### src/fwsp_params.svh
// Purpose: constants of the flash status polling controller
// Assumes: 10 MHz ref_clk, 32-bit APB register window
// Notes: definitions only
`ifndef FWSP_PARAMS_SVH
`define FWSP_PARAMS_SVH

// register byte offsets
`define FWSP_OFF_CTRL 8'h00
`define FWSP_OFF_ADDR 8'h04
`define FWSP_OFF_LIMIT 8'h08
`define FWSP_OFF_STATUS 8'h0C
`define FWSP_OFF_DATA 8'h10
`define FWSP_OFF_IRQ_STAT 8'h14
`define FWSP_OFF_IRQ_CLR 8'h18
`define FWSP_OFF_IRQ_EN 8'h1C
`define FWSP_OFF_RST_CMD 8'h20

// control fields
`define FWSP_CTRL_START 0
`define FWSP_CTRL_SECTOR 1

// status byte fields
`define FWSP_BIT_POLL 7
`define FWSP_BIT_TOGGLE 6
`define FWSP_BIT_FAIL 5
`define FWSP_BIT_ERASE_STARTED 3
`define FWSP_BIT_SECTOR_TOGGLE 2

// interrupt fields
`define FWSP_IRQ_OK 0
`define FWSP_IRQ_FAIL 1
`define FWSP_IRQ_GAVE_UP 2

// reset values
`define FWSP_RST_LIMIT 16'h0000
`define FWSP_RST_RST_CMD 8'hF0
`define FWSP_RST_IRQ_EN 3'h0

// timing
`define FWSP_CLK_PERIOD_NS 100
`define FWSP_T_RC_NS 70
`define FWSP_T_WC_NS 70
`define FWSP_RD_CYC (((`FWSP_T_RC_NS + `FWSP_CLK_PERIOD_NS - 1) / `FWSP_CLK_PERIOD_NS) < 1 ? 1 : \
    ((`FWSP_T_RC_NS + `FWSP_CLK_PERIOD_NS - 1) / `FWSP_CLK_PERIOD_NS))
`define FWSP_WR_CYC (((`FWSP_T_WC_NS + `FWSP_CLK_PERIOD_NS - 1) / `FWSP_CLK_PERIOD_NS) < 1 ? 1 : \
    ((`FWSP_T_WC_NS + `FWSP_CLK_PERIOD_NS - 1) / `FWSP_CLK_PERIOD_NS))

`endif

### src/fwsp_pkg.sv
// Purpose: types of the flash status polling controller
// Assumes: constants live in fwsp_params.svh
// Notes: nothing here is imported; use fwsp_pkg::name
package fwsp_pkg;
    typedef enum logic [1:0] {
        FWSP_RES_NONE,
        FWSP_RES_OK,
        FWSP_RES_FAIL,
        FWSP_RES_GAVE_UP
    } fwsp_result_e;

    typedef enum logic [1:0] {
        FWSP_B_IDLE,
        FWSP_B_ACT,
        FWSP_B_END
    } fwsp_bus_state_e;

    typedef enum logic [3:0] {
        FWSP_P_IDLE,
        FWSP_P_RD1,
        FWSP_P_RD2,
        FWSP_P_CHK,
        FWSP_P_RD3,
        FWSP_P_RD4,
        FWSP_P_CHK2,
        FWSP_P_DATA,
        FWSP_P_RST,
        FWSP_P_FIN
    } fwsp_poll_state_e;
endpackage

### src/fwsp_bus_cycle.sv
// Purpose: one asynchronous flash read or write cycle on ce/oe/we strobes
// Assumes: strobe low for at least the access time, then one idle cycle
// Notes: all outputs except idle are flip-flops; idle is decoded from the state flop
`timescale 1ns/1ns
`default_nettype none
`include "fwsp_params.svh"

module fwsp_bus_cycle #(
    parameter int ADDR_W = 19
) (
    // clock and reset
    input wire logic ref_clk,
    input wire logic rst_b,
    // request
    input wire logic start,
    input wire logic is_write,
    input wire logic [ADDR_W-1:0] addr,
    input wire logic [7:0] wdata,
    output logic idle,
    output logic done,
    output logic [7:0] rdata,
    // flash pins
    output logic [ADDR_W-1:0] fl_addr,
    output logic fl_ce_b,
    output logic fl_oe_b,
    output logic fl_we_b,
    output logic [7:0] fl_dq_o,
    output logic fl_dq_oe,
    input wire logic [7:0] fl_dq_i
);
    localparam logic [3:0] RD_CYC = 4'(`FWSP_RD_CYC);
    localparam logic [3:0] WR_CYC = 4'(`FWSP_WR_CYC);

    fwsp_pkg::fwsp_bus_state_e st_ff, nxt_st;
    logic [3:0] cnt_ff, nxt_cnt;
    logic wr_ff, nxt_wr;
    logic [ADDR_W-1:0] addr_ff, nxt_addr;
    logic [7:0] dqo_ff, nxt_dqo, rd_ff, nxt_rd;
    logic done_ff, nxt_done;

    always_comb begin
        nxt_st = st_ff;
        nxt_cnt = cnt_ff;
        nxt_wr = wr_ff;
        nxt_addr = addr_ff;
        nxt_dqo = dqo_ff;
        nxt_rd = rd_ff;
        nxt_done = 1'b0;
        case (st_ff)
            fwsp_pkg::FWSP_B_IDLE: begin
                if (start) begin
                    nxt_st = fwsp_pkg::FWSP_B_ACT;
                    nxt_wr = is_write;
                    nxt_addr = addr;
                    nxt_dqo = wdata;
                    nxt_cnt = is_write ? WR_CYC : RD_CYC;
                end
            end
            fwsp_pkg::FWSP_B_ACT: begin
                if (cnt_ff <= 4'h1) begin
                    // data is sampled while oe is still low
                    if (!wr_ff) begin
                        nxt_rd = fl_dq_i;
                    end
                    nxt_done = 1'b1;
                    nxt_st = fwsp_pkg::FWSP_B_END;
                end else begin
                    nxt_cnt = cnt_ff - 4'h1;
                end
            end
            fwsp_pkg::FWSP_B_END: begin
                // strobes high for a cycle so each read completes on its own
                nxt_st = fwsp_pkg::FWSP_B_IDLE;
            end
            default: begin
                nxt_st = fwsp_pkg::FWSP_B_IDLE;
            end
        endcase
    end

    always_ff @(posedge ref_clk) begin
        if (!rst_b) begin
            st_ff <= fwsp_pkg::FWSP_B_IDLE;
            cnt_ff <= 4'h0;
            wr_ff <= 1'b0;
            addr_ff <= '0;
            dqo_ff <= 8'h00;
            rd_ff <= 8'h00;
            done_ff <= 1'b0;
        end else begin
            st_ff <= nxt_st;
            cnt_ff <= nxt_cnt;
            wr_ff <= nxt_wr;
            addr_ff <= nxt_addr;
            dqo_ff <= nxt_dqo;
            rd_ff <= nxt_rd;
            done_ff <= nxt_done;
        end
    end

    // strobe flops follow the next state so they stay glitch free
    logic ce_ff, oe_ff, we_ff, dq_oe_ff;
    always_ff @(posedge ref_clk) begin
        if (!rst_b) begin
            ce_ff <= 1'b1;
            oe_ff <= 1'b1;
            we_ff <= 1'b1;
            dq_oe_ff <= 1'b0;
        end else begin
            ce_ff <= !(nxt_st == fwsp_pkg::FWSP_B_ACT);
            oe_ff <= !(nxt_st == fwsp_pkg::FWSP_B_ACT && !nxt_wr);
            we_ff <= !(nxt_st == fwsp_pkg::FWSP_B_ACT && nxt_wr);
            dq_oe_ff <= (nxt_st == fwsp_pkg::FWSP_B_ACT && nxt_wr);
        end
    end

    assign idle = (st_ff == fwsp_pkg::FWSP_B_IDLE);
    assign done = done_ff;
    assign rdata = rd_ff;
    assign fl_addr = addr_ff;
    assign fl_ce_b = ce_ff;
    assign fl_oe_b = oe_ff;
    assign fl_we_b = we_ff;
    assign fl_dq_o = dqo_ff;
    assign fl_dq_oe = dq_oe_ff;
endmodule
`default_nettype wire

### src/fwsp_poll_ctrl.sv
// Purpose: host-side toggle bit polling of a parallel NOR flash, driven over APB
// Assumes: flash pins synchronous to ref_clk; one APB wait state per access
// Notes: software writes the poll address, then sets start; result and irq follow
// Behaviour
// - begin status check with two back-to-back full byte reads, compare toggle bit
// - toggle bit steady across two reads means done; next read gives array data
// - toggle bit still changing: also look at the time-limit failure bit
// - failure bit high: compare toggle again; steady now means success
// - still toggling after failure bit high: failed; write the reset command
// - toggling without failure: keep polling or leave; always restart at first read
`timescale 1ns/1ns
`default_nettype none
`include "fwsp_params.svh"

module fwsp_poll_ctrl #(
    parameter int ADDR_W = 19
) (
    // clock and reset
    input wire logic ref_clk,
    input wire logic rst_b,
    // apb slave
    input wire logic [7:0] paddr,
    input wire logic psel,
    input wire logic penable,
    input wire logic pwrite,
    input wire logic [31:0] pwdata,
    output logic [31:0] prdata,
    output logic pready,
    output logic pslverr,
    // interrupt
    output logic irq,
    // flash pins
    output logic [ADDR_W-1:0] fl_addr,
    output logic fl_ce_b,
    output logic fl_oe_b,
    output logic fl_we_b,
    output logic [7:0] fl_dq_o,
    output logic fl_dq_oe,
    input wire logic [7:0] fl_dq_i
);
    // toggle bit differs between two status bytes
    function automatic logic toggled(input logic [7:0] a, input logic [7:0] b, input logic sector);
        toggled = sector ? (a[`FWSP_BIT_SECTOR_TOGGLE] != b[`FWSP_BIT_SECTOR_TOGGLE])
                         : (a[`FWSP_BIT_TOGGLE] != b[`FWSP_BIT_TOGGLE]);
    endfunction

    fwsp_pkg::fwsp_poll_state_e st_ff, nxt_st;
    logic [7:0] first_ff, nxt_first, last_ff, nxt_last, data_ff, nxt_data;
    logic [15:0] round_ff, nxt_round;
    logic [1:0] rd_cnt_ff, nxt_rd_cnt;
    logic wait_ff, nxt_wait;
    fwsp_pkg::fwsp_result_e res_ff, nxt_res;
    logic [2:0] ev;
    logic bc_start, bc_write, bc_idle, bc_done;
    logic [7:0] bc_rdata;

    // register file state
    logic [ADDR_W-1:0] addr_ff, nxt_addr;
    logic [15:0] limit_ff, nxt_limit;
    logic sector_ff, nxt_sector;
    logic [7:0] rst_cmd_ff, nxt_rst_cmd;
    logic [2:0] irq_stat_ff, nxt_irq_stat, irq_en_ff, nxt_irq_en;
    logic [31:0] prdata_ff, nxt_prdata;
    logic pready_ff, nxt_pready, pslverr_ff, nxt_pslverr, irq_ff, nxt_irq;

    logic apb_access, apb_fire, wr_fire, start_req, mapped;
    assign apb_access = psel && penable && !pready_ff;
    assign apb_fire = psel && penable && pready_ff;
    assign wr_fire = apb_fire && pwrite && !pslverr_ff;
    assign start_req = wr_fire && paddr == `FWSP_OFF_CTRL && pwdata[`FWSP_CTRL_START];

    fwsp_bus_cycle #(.ADDR_W(ADDR_W)) u_bus (
        .ref_clk(ref_clk),
        .rst_b(rst_b),
        .start(bc_start),
        .is_write(bc_write),
        .addr(addr_ff),
        .wdata(rst_cmd_ff),
        .idle(bc_idle),
        .done(bc_done),
        .rdata(bc_rdata),
        .fl_addr(fl_addr),
        .fl_ce_b(fl_ce_b),
        .fl_oe_b(fl_oe_b),
        .fl_we_b(fl_we_b),
        .fl_dq_o(fl_dq_o),
        .fl_dq_oe(fl_dq_oe),
        .fl_dq_i(fl_dq_i)
    );

    logic in_cycle;
    assign in_cycle = st_ff == fwsp_pkg::FWSP_P_RD1 || st_ff == fwsp_pkg::FWSP_P_RD2 ||
                      st_ff == fwsp_pkg::FWSP_P_RD3 || st_ff == fwsp_pkg::FWSP_P_RD4 ||
                      st_ff == fwsp_pkg::FWSP_P_DATA || st_ff == fwsp_pkg::FWSP_P_RST;
    assign bc_start = in_cycle && bc_idle && !wait_ff;
    assign bc_write = st_ff == fwsp_pkg::FWSP_P_RST;

    always_comb begin
        nxt_st = st_ff;
        nxt_first = first_ff;
        nxt_last = last_ff;
        nxt_data = data_ff;
        nxt_round = round_ff;
        nxt_rd_cnt = rd_cnt_ff;
        nxt_res = res_ff;
        nxt_wait = bc_start ? 1'b1 : (bc_done ? 1'b0 : wait_ff);
        ev = 3'h0;
        case (st_ff)
            fwsp_pkg::FWSP_P_IDLE: begin
                if (start_req) begin
                    nxt_st = fwsp_pkg::FWSP_P_RD1;
                    nxt_round = 16'h0000;
                    nxt_rd_cnt = 2'h0;
                    nxt_res = fwsp_pkg::FWSP_RES_NONE;
                end
            end
            fwsp_pkg::FWSP_P_RD1, fwsp_pkg::FWSP_P_RD3: begin
                if (bc_done) begin
                    nxt_first = bc_rdata;
                    nxt_rd_cnt = rd_cnt_ff + 2'h1;
                    nxt_st = (st_ff == fwsp_pkg::FWSP_P_RD1) ? fwsp_pkg::FWSP_P_RD2 : fwsp_pkg::FWSP_P_RD4;
                end
            end
            fwsp_pkg::FWSP_P_RD2, fwsp_pkg::FWSP_P_RD4: begin
                if (bc_done) begin
                    nxt_last = bc_rdata;
                    nxt_rd_cnt = rd_cnt_ff + 2'h1;
                    nxt_st = (st_ff == fwsp_pkg::FWSP_P_RD2) ? fwsp_pkg::FWSP_P_CHK : fwsp_pkg::FWSP_P_CHK2;
                end
            end
            fwsp_pkg::FWSP_P_CHK: begin
                if (!toggled(first_ff, last_ff, sector_ff)) begin
                    nxt_st = fwsp_pkg::FWSP_P_DATA;
                end else if (last_ff[`FWSP_BIT_FAIL]) begin
                    nxt_st = fwsp_pkg::FWSP_P_RD3;
                    nxt_rd_cnt = 2'h0;
                end else if (limit_ff != 16'h0000 && round_ff + 16'h0001 >= limit_ff) begin
                    nxt_res = fwsp_pkg::FWSP_RES_GAVE_UP;
                    ev[`FWSP_IRQ_GAVE_UP] = 1'b1;
                    nxt_st = fwsp_pkg::FWSP_P_FIN;
                end else begin
                    nxt_round = round_ff + 16'h0001;
                    nxt_rd_cnt = 2'h0;
                    nxt_st = fwsp_pkg::FWSP_P_RD1;
                end
            end
            fwsp_pkg::FWSP_P_CHK2: begin
                if (!toggled(first_ff, last_ff, sector_ff)) begin
                    nxt_st = fwsp_pkg::FWSP_P_DATA;
                end else begin
                    nxt_st = fwsp_pkg::FWSP_P_RST;
                end
            end
            fwsp_pkg::FWSP_P_DATA: begin
                if (bc_done) begin
                    nxt_data = bc_rdata;
                    nxt_res = fwsp_pkg::FWSP_RES_OK;
                    ev[`FWSP_IRQ_OK] = 1'b1;
                    nxt_st = fwsp_pkg::FWSP_P_FIN;
                end
            end
            fwsp_pkg::FWSP_P_RST: begin
                if (bc_done) begin
                    nxt_res = fwsp_pkg::FWSP_RES_FAIL;
                    ev[`FWSP_IRQ_FAIL] = 1'b1;
                    nxt_st = fwsp_pkg::FWSP_P_FIN;
                end
            end
            fwsp_pkg::FWSP_P_FIN: begin
                // lets the bus cycle return to idle before a new start
                nxt_st = fwsp_pkg::FWSP_P_IDLE;
            end
            default: begin
                nxt_st = fwsp_pkg::FWSP_P_IDLE;
            end
        endcase
    end

    always_ff @(posedge ref_clk) begin
        if (!rst_b) begin
            st_ff <= fwsp_pkg::FWSP_P_IDLE;
            first_ff <= 8'h00;
            last_ff <= 8'h00;
            data_ff <= 8'h00;
            round_ff <= 16'h0000;
            rd_cnt_ff <= 2'h0;
            wait_ff <= 1'b0;
            res_ff <= fwsp_pkg::FWSP_RES_NONE;
        end else begin
            st_ff <= nxt_st;
            first_ff <= nxt_first;
            last_ff <= nxt_last;
            data_ff <= nxt_data;
            round_ff <= nxt_round;
            rd_cnt_ff <= nxt_rd_cnt;
            wait_ff <= nxt_wait;
            res_ff <= nxt_res;
        end
    end

    // register file; writes land on the edge that samples pready high
    always_comb begin
        nxt_addr = addr_ff;
        nxt_limit = limit_ff;
        nxt_sector = sector_ff;
        nxt_rst_cmd = rst_cmd_ff;
        nxt_irq_en = irq_en_ff;
        nxt_pready = apb_access;
        nxt_prdata = prdata_ff;
        nxt_pslverr = 1'b0;
        mapped = paddr[1:0] == 2'h0 && paddr <= `FWSP_OFF_RST_CMD;
        // address and options frozen while a poll runs
        if (wr_fire && st_ff == fwsp_pkg::FWSP_P_IDLE) begin
            case (paddr)
                `FWSP_OFF_CTRL: nxt_sector = pwdata[`FWSP_CTRL_SECTOR];
                `FWSP_OFF_ADDR: nxt_addr = pwdata[ADDR_W-1:0];
                `FWSP_OFF_LIMIT: nxt_limit = pwdata[15:0];
                `FWSP_OFF_RST_CMD: nxt_rst_cmd = pwdata[7:0];
                default: ;
            endcase
        end
        if (wr_fire && paddr == `FWSP_OFF_IRQ_EN) begin
            nxt_irq_en = pwdata[2:0];
        end
        // set wins over a clear in the same cycle
        nxt_irq_stat = irq_stat_ff & ~((wr_fire && paddr == `FWSP_OFF_IRQ_CLR) ? pwdata[2:0] : 3'h0);
        nxt_irq_stat = nxt_irq_stat | ev;
        nxt_irq = |(nxt_irq_stat & nxt_irq_en);
        if (apb_access) begin
            nxt_pslverr = !mapped;
            case (paddr)
                `FWSP_OFF_CTRL: nxt_prdata = {30'h0, sector_ff, 1'b0};
                `FWSP_OFF_ADDR: nxt_prdata = 32'(addr_ff);
                `FWSP_OFF_LIMIT: nxt_prdata = {16'h0, limit_ff};
                `FWSP_OFF_STATUS: nxt_prdata = {round_ff, last_ff, 5'h0, res_ff, st_ff != fwsp_pkg::FWSP_P_IDLE};
                `FWSP_OFF_DATA: nxt_prdata = {24'h0, data_ff};
                `FWSP_OFF_IRQ_STAT: nxt_prdata = {29'h0, irq_stat_ff};
                `FWSP_OFF_IRQ_EN: nxt_prdata = {29'h0, irq_en_ff};
                `FWSP_OFF_RST_CMD: nxt_prdata = {24'h0, rst_cmd_ff};
                default: nxt_prdata = 32'h0000_0000;
            endcase
        end
    end

    always_ff @(posedge ref_clk) begin
        if (!rst_b) begin
            addr_ff <= '0;
            limit_ff <= `FWSP_RST_LIMIT;
            sector_ff <= 1'b0;
            rst_cmd_ff <= `FWSP_RST_RST_CMD;
            irq_stat_ff <= 3'h0;
            irq_en_ff <= `FWSP_RST_IRQ_EN;
            prdata_ff <= 32'h0000_0000;
            pready_ff <= 1'b0;
            pslverr_ff <= 1'b0;
            irq_ff <= 1'b0;
        end else begin
            addr_ff <= nxt_addr;
            limit_ff <= nxt_limit;
            sector_ff <= nxt_sector;
            rst_cmd_ff <= nxt_rst_cmd;
            irq_stat_ff <= nxt_irq_stat;
            irq_en_ff <= nxt_irq_en;
            prdata_ff <= nxt_prdata;
            pready_ff <= nxt_pready;
            pslverr_ff <= nxt_pslverr;
            irq_ff <= nxt_irq;
        end
    end

    assign prdata = prdata_ff;
    assign pready = pready_ff;
    assign pslverr = pslverr_ff;
    assign irq = irq_ff;

    a_two_reads_first: assert property (@(posedge ref_clk) disable iff (!rst_b)
        st_ff == fwsp_pkg::FWSP_P_CHK |-> rd_cnt_ff == 2'h2 && $past(st_ff) == fwsp_pkg::FWSP_P_RD2)
        else $error("verdict taken without two consecutive reads");
    a_steady_reads_data: assert property (@(posedge ref_clk) disable iff (!rst_b)
        (st_ff == fwsp_pkg::FWSP_P_CHK && !toggled(first_ff, last_ff, sector_ff))
        |=> st_ff == fwsp_pkg::FWSP_P_DATA ##[1:6] (!fl_oe_b && !fl_ce_b))
        else $error("steady toggle not followed by an array read");
    a_fail_bit_looked: assert property (@(posedge ref_clk) disable iff (!rst_b)
        (st_ff == fwsp_pkg::FWSP_P_CHK && toggled(first_ff, last_ff, sector_ff) && last_ff[`FWSP_BIT_FAIL])
        |=> st_ff == fwsp_pkg::FWSP_P_RD3)
        else $error("failure bit high but no second toggle check");
    a_recheck_success: assert property (@(posedge ref_clk) disable iff (!rst_b)
        (st_ff == fwsp_pkg::FWSP_P_CHK2 && !toggled(first_ff, last_ff, sector_ff))
        |=> st_ff == fwsp_pkg::FWSP_P_DATA ##[1:8] res_ff == fwsp_pkg::FWSP_RES_OK)
        else $error("steady recheck not reported as success");
    a_fail_reset_cmd: assert property (@(posedge ref_clk) disable iff (!rst_b)
        (st_ff == fwsp_pkg::FWSP_P_CHK2 && toggled(first_ff, last_ff, sector_ff))
        |-> ##[2:6] (!fl_we_b && fl_dq_oe && fl_dq_o == rst_cmd_ff))
        else $error("failed operation not followed by reset command write");
    a_restart_at_top: assert property (@(posedge ref_clk) disable iff (!rst_b)
        (st_ff == fwsp_pkg::FWSP_P_CHK && toggled(first_ff, last_ff, sector_ff) && !last_ff[`FWSP_BIT_FAIL])
        |=> (st_ff == fwsp_pkg::FWSP_P_RD1 && rd_cnt_ff == 2'h0) || res_ff == fwsp_pkg::FWSP_RES_GAVE_UP)
        else $error("polling resumed somewhere other than the first read");
endmodule
`default_nettype wire

### config.mk
export PLATFORM = sky130hd
export DESIGN_NAME = fwsp_poll_ctrl
export DESIGN_NICKNAME = d
export VERILOG_FILES = /design/src/fwsp_pkg.sv /design/src/fwsp_bus_cycle.sv /design/src/fwsp_poll_ctrl.sv
export VERILOG_INCLUDE_DIRS = /design/src
export SDC_FILE = /design/constraint.sdc
export NUM_CORES = 1
export LEC_CHECK = 0
export ABC_AREA = 1
export BUFFER_PORTS_ARGS = -buffer_cell sky130_fd_sc_hd__clkbuf_2
export CORE_MARGIN = 2
export CORE_UTILIZATION = 55
export DETAILED_ROUTE_END_ITERATION = 6
export GPL_ROUTABILITY_DRIVEN = 0
export GPL_TIMING_DRIVEN = 0
export PLACE_DENSITY = 0.86
export SYNTH_ARGS = -nofsm -noshare
export SYNTH_HDL_FRONTEND = slang
export SYNTH_SLANG_ARGS = --single-unit
### constraint.sdc
create_clock -name ref_clk -period 5.3 [get_ports ref_clk]
set_input_delay 0.795 -clock ref_clk [delete_from_list [all_inputs] [get_ports ref_clk]]
set_output_delay 0.795 -clock ref_clk [all_outputs]
set_load 0.02 [all_outputs]
# --- Word-level counts from Yosys, hierarchy flattened ---
# Cells that the tools add are included.
classes:
  n_addsub: 2
  magnitude_cmp: 3
  n_eq_ne: 32
  n_mux: 45
  bitwise_logic: 5
  n_reduce_logical: 58
op_table:
  columns: ["operator", "count"]
  rows:
  - ["32-bit one-hot mux with 8 select lines", 1]
  - ["16-bit two-way mux", 4]
  - ["4-bit two-way mux", 10]
  - ["8-bit by 5-bit == test with 1-bit output, second input constant", 4]
  - ["16-bit one-hot mux with 2 select lines", 1]
  - ["4-bit one-hot mux with 6 select lines", 1]
  - ["2-bit AND reduction", 10]
  - ["16-bit by 1-bit adder with 16-bit output, second input constant", 1]
  - ["4-bit by 3-bit == test with 1-bit output, second input constant", 4]
  - ["8-bit by 4-bit == test with 1-bit output, second input constant", 2]
  - ["16-bit greater-or-equal comparator", 1]
  - ["1-bit logical AND", 16]
  - ["2-bit two-way mux", 8]
  - ["2-bit inequality test, second input constant", 8]
  - ["16-bit nonzero test", 1]
  - ["1-bit two-way mux", 13]
  - ["3-bit two-way mux", 4]
  - ["4-bit by 2-bit == test with 1-bit output, second input constant", 2]
  - ["8-bit by 3-bit == test with 1-bit output, second input constant", 1]
  - ["8-bit by 6-bit == test with 1-bit output, second input constant", 1]
  - ["8-bit by 6-bit less-or-equal comparator with 1-bit output, second input constant", 1]
  - ["1-bit zero test", 8]
  - ["8-bit zero test", 1]
  - ["2-bit by 1-bit inequality test with 1-bit output, second input constant", 4]
  - ["other kinds (24)", 38]
totals:
  reg_bits: 178
  output_inout_bits: 66
  wordCells: 173

# --- Logic depth before layout (Yosys ltp) ---
logic_depth:
  word_depth: 13
  depth_mapped: 21
  depth_no_buf: 19

# --- Hierarchy ---
# A second synthesis with hierarchy kept.
unflattened:
  hier_cells: 1084
  area_unflattened_um2: 7847.5
by_module_without_submodules:
  columns: ["mod", "instances", "cells_per_inst", "area_each_um2", "seq_area_each_um2"]
  rows:
  - ["fwsp_poll_ctrl", 1, 875, 6148.4, 2522.4]
  - ["fwsp_bus_cycle", 1, 209, 1699.1, 940.9]

# --- Worst setup path before layout ---
# No wires, ideal clock.
synth_path:
  path_kind: "reg-to-reg"
  start: "reg round_ff[0]"
  end: "reg round_ff[3]"
  setup_time_ps: 71
  arrival_ps: 2456
  setup_slack_ps: 2774
  path_stages_with_launch: 20
  path_cell_list: "dfxtp_1 -> ha_1 -> and3_1 -> clkbuf_1 -> nand3_1 -> xor2_1 -> inv_1 -> ha_1 -> nand2_1 -> inv_1 -> nand2_1 -> nand2_1 -> nor2_1 -> nand2_1 -> nand2_1 -> nand2_1 -> nand2_1 -> buf_2 -> nand4_1 -> a21oi_1"
synth_via:
  elab_chain_cells: 5
  elab_cells_between_ends: 9
  classes_between: "add/sub: 1; order compare: 1; eq/ne: 1; mux: 4; reduce/logical: 2"
synth_lines:
  columns: ["element", "line", "source"]
  rows:
  - ["start, declared", "fwsp_poll_ctrl.sv:49", "logic [15:0] round_ff, nxt_round;"]
  - ["start signal, assigned", "fwsp_poll_ctrl.sv:194", "round_ff <= nxt_round;"]
  - ["16-bit by 1-bit adder with 16-bit output *", "fwsp_poll_ctrl.sv:137, fwsp_poll_ctrl.sv:142", null]
  - ["16-bit greater-or-equal comparator or 16-bit two-way mux (tied branches)", "fwsp_poll_ctrl.sv:137", "end else if (limit_ff != 16'h0000 && round_ff + 16'h0001 >= limit_ff) begin"]
  - ["1-bit logical AND or 16-bit two-way mux (tied branches)", "fwsp_poll_ctrl.sv:137, fwsp_poll_ctrl.sv:134", null]
  - ["2-bit inequality test (no line) or 16-bit two-way mux (tied branches)", null, null]
  - ["5-bit AND reduction (no line) or 16-bit one-hot mux with 2 select lines (tied branches)", null, null]
# Mark *: on every way between the ends. The rest lies on a longest branch, timed or not. The select of a mux whose other input is x is not followed.
# A chain may end at the register's enable or synchronous reset.

# --- Worst setup path in the final report ---
layout_path:
  start: "reg round_ff[0]"
  end: "reg round_ff[7]"
# The elaborated chain is that of the path after synthesis.

==> impl_summary.md <==
Status
The run finished with clean final reports.

Timing
Headroom to the max-slew limit came out at 0.474. The worst setup slack after layout is 2.15 ns. The minimum period implied by the final worst setup slack is ~3.2 ns. In the finished design, the share of the clock period the worst path needs comes to 0.595. The number of hold violations in the final report came to 0.

The number of max-slew violations in the final report is 0. The smallest hold slack is 0.453 ns. Adding up every negative setup slack in the final design gives 0 ns. The slew at the pin with the worst max-slew slack is 0.782 ns.

The clock arrives with 0.0119 ns of skew. Setup repair after global routing left no endpoint under its margin. Setup violations remaining at the end of the flow were counted as 0. For this run, the top clock speed supported by timing is 317 MHz.

Routing
For this run, the detailed router's first-pass iteration total came to 7. The wire length per cell is ~16 um. The detailed router finished its first iteration with 759 violations. The remaining routing DRC violations is 0.

After detailed routing, the total wire length is 21.5 mm. The routed layout has 7704 vias. The via count normalized by instance count is 5.56.

The detail route stage leaves a number of antenna-violating nets equal to 0.

Yosys
Averaged over all synthesized cells, the footprint is 7.26 um2. The cell area that synthesis handed to floorplanning was ~0.0078 mm2. The compound-cell area share of the yosys netlist is 0.162. In this run, distinct cell masters in the synthesized netlist total 39. The mux cell area share after synthesis is 0. The flop and latch count out of synthesis is ~170.

The sequential fraction of the synthesis area is 0.447. The cell count after synthesis is 1068. The adder-cell share of the synthesized area is 0.0307.

The number of nets in the synthesized netlist is 1140. The main combinational cell family by area after synthesis is simple AND/OR/NAND/NOR gates. The simple-gate share of the synthesized area is 0.263. The number of warnings printed during yosys synthesis is 0. The xor-xnor portion of the synthesized cell area is 0.0158.

Finish
The antenna cell count is 0. The growth of design area from synthesis to finish is 16.9%. The number of non-filler instances in the completed layout is 1385.

Across the whole layout, storage elements account for 0.00346 mm2. The multi-input gate area in the final layout is around 0.0036 mm2. The net count reported at finish is 1264. In the final layout, the share of cells above drive strength 1 is 0.166. The number of fillers in the final layout is around 1200.

The end-of-flow core utilization is 0.656.

Die
Pin placement for this block handled 119 I/O pins. The initial core utilization is 0.561. The count of standard-cell rows is 43.

The core box area is between 0.01 and 0.015 mm2. The total die area is between 0.015 and 0.02 mm2. The floorplan step set the die width to 123 um. The vertical die dimension is 123 um.

Clock tree
The maximum level of the CTS H-tree is 4. Buffers added to address setup during post-CTS repair amount to 0. After clock tree synthesis, the clock-pin slew on the worst setup and hold paths is 0.07 ns. At the later pin of the worst-skew pair, clock insertion delay measures 0.44 ns. CTS saw 173 sinks. The clock passes through at most 2 buffers. TritonCTS built the clock tree. The number of clock buffers added by TritonCTS is 17. The hold buffer count at CTS is 0. After clock tree synthesis, the repair step resized 0 gates. The tree is rooted in a clkbuf_16.

Pwr
The proportion of total power due to net switching is 0.320. Cell internal power was estimated by the tool at 2.29 mW. The analysis attributes to net switching a power of ~1.1 mW. The share of power burned in the clock network is 0.357. The worst-case IR drop observed on VDD is 0.230 mV. Of the total power, combinational logic draws 0.213. The cell leakage power is approximately 4.0 nW. The part of the total power dissipated in sequential elements is 0.430. The power per cell area is 371 mW/mm2.

Place
The placed cell count is 1353. The number of buffers inserted by port buffering is 105. The post-placement setup slack is 2.28 ns. Summed over all nets, the half-perimeter wirelength after detailed placement is 16.2 mm.

Setup path
The launching element type of the critical path is a flip-flop. At the worst endpoint, the required time is 5.66 ns. The worst reg2reg path startpoint is round_ff[0]$_SDFFE_PN0P_. The library cell appearing most often on the critical path is nand2_1.

The critical path endpoint category is a flip-flop. The maximum net fanout on the critical path is 10. The delay contributed by the slowest stage of the critical path is 0.43 ns. Among all stages on the critical path, the largest delay is contributed by dfxtp_1. Grouping stages by cell kind, the critical path spends the most delay in simple AND/OR/NAND/NOR gates. Data arrives at the worst endpoint at 3.51 ns. The launching element of the worst setup path is round_ff[0]$_SDFFE_PN0P_. The signal on the critical path passes through ha_1, and3_1, clkbuf_1, nand3_1, xor2_1, inv_1, ha_1, nand2_1, inv_1, nand2_1, nor2_1, nor2_1, nand2_1, nand2_1, nand2_1, nand2_1, buf_2, nand4_1, a21oi_1. The type of the setup path with the least slack is flip-flop to flip-flop.

The total buffers and inverters traversed by the critical path is 4.

GRT
The number of antenna violations at the first check in global routing is 0. The global route total overflow is 0. The first global-routing pass estimated about 34 mm of wire. The via count of the first global-routing pass came to 7021.

Entering global routing, the biggest net connects 17 pins. Across every metal layer, demand over resource in global routing totals 0.294.

Job
Across the run, the number of max-cap violations was 0.

Worst hold path
The worst hold path belongs to the class flip-flop to flip-flop. The startpoint of the lowest-slack hold path is data_ff[7]$_SDFFE_PN0P_.
[through the flow]
step	total power [mW]	cell area (um2)
after global routing	3.51	9070
after floorplan	1.99	7750
after CTS	3.36	9070
after detailed placement	2.18	8510
after global placement	2.16	8510
final	3.37	9070
[worst min-delay path, cell delays in order, from the launching register on]
cell     delay [ns]
dfxtp_1        0.30
inv_1          0.05
a21oi_1        0.05
[cells in the mapped netlist (all sizes together)]
| master | count | share of area |
|---|---|---|
| a22oi | 1 | 0.00097 |
| a22o | 2 | 0.0023 |
| inv | 103 | 0.050 |
| o2111ai | 4 | 0.0045 |
| xor2 | 13 | 0.015 |
| o21ai | 118 | 0.076 |
| nor2 | 175 | 0.096 |
| and3 | 3 | 0.0024 |
| clkinv | 2 | 0.00097 |
| nor4 | 2 | 0.0016 |
| nand4 | 25 | 0.020 |
| nand3 | 43 | 0.029 |
| o22ai | 4 | 0.0032 |
| o211ai | 6 | 0.0058 |
| ha | 19 | 0.031 |
| nor3 | 17 | 0.012 |
| nand2 | 205 | 0.10 |
| a21oi | 103 | 0.068 |
| xnor2 | 1 | 0.0011 |
| buf | 21 | 0.019 |
| dfxtp | 173 | 0.45 |
| a31oi | 1 | 0.00081 |
| clkbuf | 27 | 0.013 |
[worst paths after layout]
kind | depth (start not counted) | endpoint | slack, ns
min reg2reg | 2 | data_ff[7]$_SDFFE_PN0P_ | 0.45
max reg2reg | 19 | round_ff[7]$_SDFFE_PN0P_ | 2.15
min | 2 | data_ff[7]$_SDFFE_PN0P_ | 0.45
max | 19 | round_ff[7]$_SDFFE_PN0P_ | 2.15
[power groups by stage]
stage | registers, mW | clock network [mW] | logic, mW
floorplan | 1.50 | 0 | 0.488
global placement | 1.47 | 0 | 0.692
detailed placement | 1.47 | 0 | 0.708
CTS | 1.44 | 1.20 | 0.712
global route | 1.45 | 1.26 | 0.799
finish | 1.45 | 1.20 | 0.717
[placed cells by master, fill, tap and decap left out, types with 3 or more instances in the layout]
cell type / instances
buf_2: 12
and3_1: 3
nand2_1: 202
o211ai_1: 6
o22ai_1: 4
clkinv_2: 3
o2111ai_1: 4
o21ai_1: 9
nor2_2: 17
clkbuf_2: 105
nand3_1: 41
buf_4: 4
inv_1: 90
inv_2: 12
a21oi_2: 3
clkbuf_16: 17
ha_1: 19
nor2_1: 153
nand4_1: 25
a21oi_1: 100
clkinv_4: 4
clkbuf_1: 28
o21ai_0: 109
xor2_1: 13
dfxtp_1: 173
nor3_1: 15
nor2_4: 4
inv_6: 4
[sequential cells by signal (all words and copies together) (netlist names), 2 cells and up]
name,flops
u_bus.fl_addr,19
first_ff,2
res_ff,2
limit_ff,16
u_bus.fl_dq_o,8
data_ff,8
last_ff,8
irq_en_ff,3
rst_cmd_ff,8
irq_stat_ff,3
u_bus.rdata,8
u_bus.cnt_ff,4
u_bus.st_ff,2
round_ff,16
st_ff,4
addr_ff,19
prdata,32
[per-layer routing]
layer | share of wire | GRT usage | up-vias
met3 | 0.097 | 0.0627 | 68
met4 | 0.038 | 0.149 | 0
met1 | 0.42 | 0.383 | 3485
met2 | 0.45 | 0.461 | 403
li1 | - | - | 3748
met5 | 0 | 0 | -
[cells by family after synthesis]
family,after synthesis
AOI/OAI and AO/OA,239
and+or+nand+nor,470
xor gates and xnor gates,14
DFF,173
buffers and inverters,153
adders and majority gates,19
[final cells by class]
type,instances,share of cell area
clock buffers,18,0.0473
plain buffers,48,0.0270
well taps,180,0.0248
inverters,105,0.0437
multi-input cells,742,0.402
clock inverters,14,0.0148
flip-flops and latches,173,0.382
repair buffers,105,0.0579
Power figures use the tool's default switching activity.
